==> src/ira_defines.svh <==
// Constants for the indirect RAM access register bank.
// Assumes inclusion by bare name from the package.
`ifndef IRA_DEFINES_SVH
`define IRA_DEFINES_SVH

// ==========================================================
// Register offsets
`define IRA_OFS_MEM_TEST_CTRL   8'h1D
`define IRA_OFS_IND_ACC_CTRL    8'h1E
`define IRA_OFS_IND_DATA_WIN    8'h1F
`define IRA_OFS_ALIAS_FIRST     8'h20
`define IRA_OFS_ALIAS_LAST      8'h2E

// ==========================================================
// Field positions
`define IRA_MTC_WADDR_MSB       9
`define IRA_MTC_RSEL_LSB        10
`define IRA_MTC_RSEL_MSB        12
`define IRA_MTC_LUMA_BIT        13
`define IRA_MTC_OBUF_BIT        14
`define IRA_MTC_WEN_BIT         15
`define IRA_IAC_ADDR_MSB        10
`define IRA_IAC_BURST_BIT       13
`define IRA_IAC_WEN_BIT         14
`define IRA_IAC_AINC_BIT        15

// ==========================================================
// Reset values and counts
`define IRA_RST_VAL             16'h0000
`define IRA_RAM_LAST_WORD       10'h31F
`define IRA_MAX_BURST           16
`define IRA_MAX_BURST_CYCLES    128

`endif

==> src/ira_pkg.sv <==
// Types for the indirect RAM access register bank.
// Assumes ira_defines.svh is on the include path.
package ira_pkg;
  `include "ira_defines.svh"

  // ==========================================================
  // Host register port
  typedef struct packed {
    logic [7:0]  addr;
    logic        wr;
    logic        rd;
    logic [15:0] wdata;
  } ira_host_req_s;

  // ==========================================================
  // Indirect register target port
  typedef struct packed {
    logic [10:0] addr;
    logic        we;
    logic        re;
    logic [15:0] wdata;
  } ira_ind_req_s;

  // ==========================================================
  // Test RAM port, write goes to all seventeen RAMs
  typedef struct packed {
    logic [9:0]  addr;
    logic        we;
    logic        re;
    logic [15:0] wdata;
  } ira_tram_req_s;

  // ==========================================================
  // Whole module state
  typedef struct packed {
    logic [15:0] mtc;
    logic [15:0] iac;
    logic [15:0] win;
    logic [15:0] rdata;
    logic        rvalid;
    logic        wr_pend;
    logic        wr_test;
  } ira_state_s;
endpackage

==> src/ira_indirect_ram_access.sv <==
// Indirect access port to internal registers and test RAMs.
// Assumes a serial-interface decoder drives the host port synchronously to clk,
// and that targets return read data combinationally in the strobe cycle.
`timescale 1ns/1ps

// Contract
// - The test control word address, bits 9:0, picks one of the 800 words of the test RAM.
// - The test word address steps by one on each data window write in test write or read in test read.
// - Test control bits 12:10 choose one of the eight RAMs of the selected bank, 000 first to 111 eighth.
// - Test control bit 13 picks the luminance bank when one and the chrominance bank when zero.
// - Test control bit 14 makes test reads come from the output buffer RAM and has no effect on writes.
// - With test bit 15 set, a window write copies the window into the addressed word of all seventeen RAMs.
// - With test bit 15 clear, a window access does a test read into the window; test cycles occur only on window access.
// - The access control register holds an 11-bit indirect address in bits 10:0.
// - Bit 13 makes the decoder treat the window in burst mode, and the host keeps bursts within 16 words or 128 cycles.
// - With bit 14 set a window write goes to the addressed location unless auto-increment is set; clear, it reads.
// - With bit 15 set the indirect address steps by one after every window read or write outside test mode.
// - A window access acts as that access on the addressed target, and auto-increment makes a burst; writes need bit 14 set and 15 clear, reads bit 14 clear.
// - The window reaches the indirect registers normally and the test RAMs when the test mode flag is one.
// - During a burst, addresses 0x20 to 0x2E alias the data window.
module ira_indirect_ram_access (
  input  wire logic                   clk,
  input  wire logic                   rst,
  input  wire ira_pkg::ira_host_req_s host_req,
  output logic [15:0]                 host_rdata,
  output logic                        host_rvalid,
  output logic                        host_busy,
  input  wire logic                   memory_test_mode_flag,
  output ira_pkg::ira_ind_req_s       ind_req,
  input  wire logic [15:0]            ind_rdata,
  output ira_pkg::ira_tram_req_s      tram_req,
  input  wire logic [15:0][15:0]      bank_rdata,
  input  wire logic [15:0]            obuf_rdata
);
  import ira_pkg::*;

  // ==========================================================
  // Helpers
  function automatic logic [9:0] next_word(input logic [9:0] a);
    next_word = (a >= `IRA_RAM_LAST_WORD) ? 10'h000 : 10'(a + 10'h001);
  endfunction

  // Indirect address rolls over at 11 bits, no limit of its own
  function automatic logic [10:0] next_iaddr(input logic [10:0] a);
    next_iaddr = 11'(a + 11'h001);
  endfunction

  function automatic logic is_window(input logic [7:0] a, input logic burst);
    is_window = (a == `IRA_OFS_IND_DATA_WIN) ||
                (burst && a >= `IRA_OFS_ALIAS_FIRST && a <= `IRA_OFS_ALIAS_LAST);
  endfunction

  ira_state_s  q;
  ira_state_s  d;
  logic        win_hit;
  logic        test_mode;
  logic [3:0]  ram_idx;
  logic [15:0] test_rd;
  logic [9:0]  waddr;
  logic [10:0] iaddr;

  // ==========================================================
  // Decode and read paths
  assign waddr     = q.mtc[`IRA_MTC_WADDR_MSB:0];
  assign iaddr     = q.iac[`IRA_IAC_ADDR_MSB:0];
  assign test_mode = memory_test_mode_flag;
  assign win_hit   = is_window(host_req.addr, q.iac[`IRA_IAC_BURST_BIT]);
  assign ram_idx   = {q.mtc[`IRA_MTC_LUMA_BIT], q.mtc[`IRA_MTC_RSEL_MSB:`IRA_MTC_RSEL_LSB]};
  assign test_rd   = q.mtc[`IRA_MTC_OBUF_BIT] ? obuf_rdata : bank_rdata[ram_idx];

  // Writes go out one cycle after they land in the window, so target data
  // comes from a flop; the cost is one busy cycle after each window write that goes out to a target.
  assign host_busy   = q.wr_pend;
  assign host_rdata  = q.rdata;
  assign host_rvalid = q.rvalid;

  always_comb begin
    ind_req.addr  = iaddr;
    ind_req.wdata = q.win;
    ind_req.we    = q.wr_pend && !q.wr_test;
    ind_req.re    = !q.wr_pend && host_req.rd && !host_req.wr && win_hit && !test_mode
                    && !q.iac[`IRA_IAC_WEN_BIT];
    tram_req.addr  = waddr;
    tram_req.wdata = q.win;
    tram_req.we    = q.wr_pend && q.wr_test;
    tram_req.re    = !q.wr_pend && win_hit && test_mode && !q.mtc[`IRA_MTC_WEN_BIT]
                     && (host_req.rd || host_req.wr);
  end

  // ==========================================================
  // Next state
  always_comb begin
    d        = q;
    d.rvalid = 1'b0;
    d.wr_pend = 1'b0;
    if (q.wr_pend) begin
      if (q.wr_test) begin
        d.mtc[`IRA_MTC_WADDR_MSB:0] = next_word(waddr);
      end else if (q.iac[`IRA_IAC_AINC_BIT]) begin
        d.iac[`IRA_IAC_ADDR_MSB:0] = next_iaddr(iaddr);
      end
    end else if (host_req.wr) begin
      if (win_hit) begin
        if (test_mode && !q.mtc[`IRA_MTC_WEN_BIT]) begin
          d.win = test_rd;
          d.mtc[`IRA_MTC_WADDR_MSB:0] = next_word(waddr);
        end else begin
          d.win = host_req.wdata;
          d.wr_test = test_mode;
          // Literal reading: auto-increment suppresses the indirect write
          if (test_mode || (q.iac[`IRA_IAC_WEN_BIT] && !q.iac[`IRA_IAC_AINC_BIT])) begin
            d.wr_pend = 1'b1;
          end else if (q.iac[`IRA_IAC_AINC_BIT]) begin
            d.iac[`IRA_IAC_ADDR_MSB:0] = next_iaddr(iaddr);
          end
        end
      end else if (host_req.addr == `IRA_OFS_MEM_TEST_CTRL) begin
        d.mtc = host_req.wdata;
      end else if (host_req.addr == `IRA_OFS_IND_ACC_CTRL) begin
        d.iac = host_req.wdata;
      end
    end else if (host_req.rd) begin
      d.rvalid = 1'b1;
      d.rdata  = 16'h0000;
      if (win_hit) begin
        if (test_mode) begin
          if (!q.mtc[`IRA_MTC_WEN_BIT]) begin
            d.win   = test_rd;
            d.rdata = test_rd;
            d.mtc[`IRA_MTC_WADDR_MSB:0] = next_word(waddr);
          end else begin
            d.rdata = q.win;
          end
        end else begin
          if (!q.iac[`IRA_IAC_WEN_BIT]) begin
            d.win   = ind_rdata;
            d.rdata = ind_rdata;
          end else begin
            d.rdata = q.win;
          end
          if (q.iac[`IRA_IAC_AINC_BIT]) begin
            d.iac[`IRA_IAC_ADDR_MSB:0] = next_iaddr(iaddr);
          end
        end
      end else if (host_req.addr == `IRA_OFS_MEM_TEST_CTRL) begin
        d.rdata = q.mtc;
      end else if (host_req.addr == `IRA_OFS_IND_ACC_CTRL) begin
        d.rdata = q.iac;
      end
    end
  end

  // ==========================================================
  // State register
  always_ff @(posedge clk or posedge rst) begin
    if (rst) begin
      q <= '0;
    end else begin
      q <= d;
    end
  end
endmodule

==> config.mk <==
export PLATFORM = sky130hd
export DESIGN_NAME = ira_indirect_ram_access
export DESIGN_NICKNAME = d
export VERILOG_FILES = /design/src/ira_pkg.sv /design/src/ira_indirect_ram_access.sv
export VERILOG_INCLUDE_DIRS = /design/src
export SDC_FILE = /design/constraint.sdc
export NUM_CORES = 1
export LEC_CHECK = 0
export ABC_AREA = 1
export ABC_CLOCK_PERIOD_IN_PS = 5710
export BUFFER_PORTS_ARGS = -buffer_cell sky130_fd_sc_hd__buf_4
export CAP_MARGIN = 30
export CORE_MARGIN = 8
export CORE_UTILIZATION = 30
export CTS_CLUSTER_DIAMETER = 50
export DETAILED_ROUTE_END_ITERATION = 6
export SLEW_MARGIN = 20
export SYNTH_ARGS = -nofsm -noshare
export SYNTH_HDL_FRONTEND = slang
export SYNTH_SLANG_ARGS = --single-unit
==> constraint.sdc <==
create_clock -name clk -period 5.71 [get_ports clk]
set_input_delay 0.571 -clock clk [delete_from_list [all_inputs] [get_ports clk]]
set_output_delay 0.571 -clock clk [all_outputs]
set_load 0.005 [all_outputs]
# Word level (Yosys, flattened, before mapping)
# Index checks and enable logic that the tools add are counted.
# op_classes
eq_ne	11
mux	40
magnitude_cmp	4
n_addsub	2
n_reduce_logical	38
n_bitwise	5
# op_table
cell	n
$mux 16	9
$mux 10	11
$mux 11	9
$bmux 16 s4	1
$mux 27	2
$mux 44	1
$mux 32	1
$eq 8x5->1 const B	3
$logic_and 1x1->1	15
$reduce_bool 3->1	5
$add 11x1->11 const B	1
$add 10x1->10 const B	1
$ge 10x10->1 const B	1
$ge 8x6->1 const B	1
$le 8x6->1 const B	1
$ne 4x4->1 const B	2
$reduce_and 4->1	2
$reduce_and 8->1	1
$logic_not 1->1	7
$reduce_and 7->1	1
$mux 2	3
$ne 3x3->1 const B	2
$reduce_and 3->1	2
$lt 4x5->1 const B	1
other kinds (9)	17
# word_totals
output_inout_bits	75
word_cells	109
register_bits	67

# Longest topological paths before layout
# depth
depth_word	9
depth_mapped	15

# Worst setup path before layout
# Ideal clock, no wire load.
# synth_timing
path_kind	input -> output
start	in host_req[25] (netlist bit)
end	out tram_req[16] (netlist bit)
n_path_buf	2
required_time_ps	5139
slack_ps	3475
t_arrival_ps	1664
path_stages	8
cell_sequence	nor2_2 > nand3_2 > or2_1 > nand2_4 > buf_6 > nand2_4 > clkbuf_1 > nor2_1
# synth_lines
element	line	rtl
from (decl)	ira_indirect_ram_access.sv:24	input wire ira_pkg::ira_host_req_s host_req,
to (decl)	ira_indirect_ram_access.sv:31	output ira_pkg::ira_tram_req_s tram_req,

# Final worst setup path
# layout_timing
start	reg q[61] (netlist bit)
end	reg q, in the netlist ind_req[5]
# layout_between
elab_chain_cells	8
elab_cells_between_ends	10
# layout_lines
element	line	rtl
from (decl)	ira_indirect_ram_access.sv:53	ira_state_s q;
from (signal assigned)	ira_indirect_ram_access.sv:157	q <= '0;
from (signal assigned)	ira_indirect_ram_access.sv:159	q <= d;
$bmux 16 s4 *	ira_indirect_ram_access.sv:69	assign test_rd = q.mtc[`IRA_MTC_OBUF_BIT] ? obuf_rdata : bank_rdata[ram_idx];
$mux 16 (not written as such) *	ira_indirect_ram_access.sv:69	
$mux 16 *	ira_indirect_ram_access.sv:69	
$mux 16	-	
$mux 32	ira_indirect_ram_access.sv:126	if (test_mode) begin
$mux 27	ira_indirect_ram_access.sv:125	if (win_hit) begin
$mux 44	ira_indirect_ram_access.sv:122	end else if (host_req.rd) begin
$mux 27 *	ira_indirect_ram_access.sv:102	end else if (host_req.wr) begin
# Mark *: on every way between the ends. The rest lies on a longest branch, timed or not. The select of a mux whose other input is x is not followed.
# A chain may end at the register's enable or synchronous reset.

==> run_results.csv <==
group,metric,value,unit
synthesis,syn-cell-area,0.007458,sq mm
sta,clock_skew,3.986,ps
synthesis,ys_top_cells_by_area,"nand2_1 (31%), dfrtp_1 (22%), nand3_1 (15%), buf_4 (7.1%), nor2_1 (4.1%)",
sta,setup_tns,0,ps
drt,viasPerCell,5.005,
clocking,clock_sinks,67,
synthesis,syn_area_per_cell,5.558,sq um
critical_path,r2r-start,"q[61]",
final_layout,nets,1927,
clocking,clk-insertion-delay-late,330,ps
sta,hold_viol_final,0,
final_layout,drive_above_1_share,27.84,%
drt,drc,0,
grt,grt_pass1_wl,58300,um
critical_path,path_cells,"clkinv_2, buf_12, buf_4, nand2_1, nand3_1, nand3_1, nand2_1, nand2_1, nand3_1, nand2_1, nand2_1, nand2_1, nand2_1, nand2_1, nand2_1",
drt,firstDrtPassIters,5,
placed_design,gp_congestion,0.9461,
clocking,htreeDepth,3,
critical_path,reg2reg_depth,15,
run_status,status,"complete, no violations",
critical_path,crit_arrival,3320,ps
power_and_ir_drop,leakage,5.638,nW
synthesis,synth_largest_area_cell,"nand2_1",
critical_path,cp_slowest_cell,"dfrtp_4",
run,cap_violations,0,
critical_path,slowest_delay,820,ps
synthesis,syn_nets,1661,
final_layout,syn2layout_area_growth,39.22,%
drt,wl_per_cell,20.01,um
critical_path,crit_fanout,61,
die,core_area,0.02439,sq mm
clocking,cts.repair.resized,0,
clocking,clock_path_buffers,2,
clocking,cts_root_buf,"clkbuf_16",
grt,antenna_found_initial,6,
clocking,cts.clk_slew.worst_paths,60,ps
die,fp-row-count,57,
placed_design,place_ws,2140,ps
drt,drt-total-wl,38880,um
sta,finalWorstSetupSlack,2611,ps
grt,gr-total-overflow,0,
final_layout,fillers,2739,
synthesis,synth_top_area_share,31.40,%
grt,grt_pass1_vias,9453,
sta,drv_slew,0,
sta,finalCritPeriodShare,54.28,%
sta,setup_violations,0,
drt,first_iter_violations,1054,
power_and_ir_drop,ir_worst_vdd,176.4,uV
synthesis,async_flop_share,100.0,%
clocking,cts_setup_buffers,0,
sta,slew_headroom,48.64,%
sta,period_minus_slack,3099,ps
clocking,cts_tree,"done",
critical_path,worst_path_most_repeated_cell,"nand2_1",
clocking,postCtsHoldBufs,0,
die,dieArea,0.03016,sq mm
critical_path,crit_type,"reg2reg",
synthesis,synth_edf_count,0,
placed_design,dp_hpwl,31110,um
grt,gr-usage-all-layers,24.61,%
die,die_y,173.7,um
synthesis,yosys_warnings,0,
sta,worst_slew_pin_slew,767.6,ps
critical_path,crit_required,5930,ps
die,fp.dieW,173.7,um
synthesis,synthCells,1342,
critical_path,startpoint,"q[61]",
clocking,numCtsBuffers,9,
drt,vias,9725,
synthesis,ys.flop_type,"dfrtp_1",
synthesis,ys_seq_area_share,22.48,%
worst_hold_path,min_path_type,"in2async",
power_and_ir_drop,power-per-cell-area,200.3,mW/mm^2
synthesis,ys_types,37,
sta,max_freq,322.6,MHz
drt,postRouteAntennaNets,0,
synthesis,ys_ff_latch,67,
sta,rsz0062_at_grt,"false",
die,initial_core_util,30.58,%
critical_path,startpoint_type,"flip-flop",
grt,grt_max_degree,72,
die,ioPinCount,392,
critical_path,end_kind,"flip-flop",
placed_design,portBuffers,391,
power_and_ir_drop,total_power,0.002080,W
==> synth_stat cells, types with 2 or more instances <==
cell,count
or2_2,3
nor2_1,82
nor3_1,6
a31oi_1,3
xor2_1,12
a21oi_1,27
buf_1,8
dfrtp_1,67
inv_1,44
clkinv_1,4
inv_4,2
o21ai_0,44
o21ai_1,16
nand3_2,3
inv_2,5
buf_2,36
nand3_1,219
buf_6,4
ha_1,2
clkbuf_1,29
buf_4,71
a21oi_2,2
nand2_2,3
nand2_1,624
nor2_2,2
nand2_4,3
nand4_1,4
o22ai_1,8
==> flip-flops by register name, summed over array words and instances, names as in the netlist <==
| register | count |
|---|---|
| ind_req | 27 |
| host_rdata | 16 |
| q | 12 |
| tram_req | 10 |
| host_busy | 1 |
| host_rvalid | 1 |
==> layer usage <==
layer	wire length (um)	global-route usage [%]
met2	18050	39.25
met3	3449	7.406
met4	999	8.586
met5	0	0
met1	16380	31.04
==> where the power goes <==
group	leakage (nW)	total, W	switching (W)	internal [W]
clock network	0.150	0.000578	0.000203	0.000375
registers	0.826	0.000681	0.000126	0.000555
logic	4.66	0.000821	0.000408	0.000413
total	5.64	0.00208	0.000737	0.00134
==> cells in the final DEF (no fill, tap or decap), types with 3 or more instances in the layout <==
cell / n
nand4_1: 4
clkbuf_8: 3
inv_1: 42
or2_2: 3
inv_2: 6
nand3_2: 3
clkbuf_1: 3
dfrtp_1: 65
nor3_1: 6
xor2_1: 12
buf_4: 399
nand3_1: 219
nand2_2: 4
diode_2: 6
a21oi_1: 27
a31oi_1: 3
clkbuf_16: 9
clkinv_1: 4
nor2_1: 82
o22ai_1: 8
nand2_1: 623
nand2_4: 3
o21ai_0: 44
o21ai_1: 16
==> logic make-up (layout without fill, tap and decap cells) <==
family	count (synthesis)	count (layout)	synth area share (%)
flip-flops	67	67	22.48
AND/OR/NAND/NOR	956	956	53.63
XOR/XNOR	13	13	1.527
buffers and inverters	203	474	14.86
other	0	6	0
adder cells (fa/ha/maj)	2	2	0.3355
AO/OA/AOI/OAI	101	101	7.163
==> worst paths after layout <==
kind	to	slack (ps)
worst max register to register	ind_req[5]	2610
min in group clk	host_rdata[8]	490
worst max-delay path	ind_req[5]	2610
worst min register to register	host_rdata[8]	490
max in group asynchronous	q[61]	4910
worst min-delay path	host_rvalid	230
==> cell type report <==
cell class	instances	area (sq um)	area share, %
Clock inverter	1	30.03	0.2892
Antenna cell	6	15.01	0.1446
Tap cell	324	405.4	3.904
Multi-Input combinational cell	1072	4676	45.03
Inverter	55	212.7	2.048
Sequential cell	67	1682	16.19
Timing Repair Buffer	403	3085	29.71
Clock buffer	15	277.8	2.675
==> per-stage QoR <==
step / hold slack, ps / utilization (%) / instance area (sq um) / instances
2_1_floorplan: 450.0 / - / 7458 / 1342
3_3_place_gp: 471.0 / 40.88 / 9971 / 1917
3_5_place_dp: 467.3 / 40.94 / 9986 / 1918
4_1_cts: 482.0 / 42.20 / 10290 / 1934
5_1_grt: 232.5 / 42.57 / 10380 / 1943
6_report: 232.4 / 42.57 / 10380 / 1943
==> worst max-delay path, delay by kind of cell (launching register included) <==
family,cells,cell delay [ps]
simple gates,12,1050
buf+inv,3,1010
flops,1,820
(Power assumes the default switching activity.)
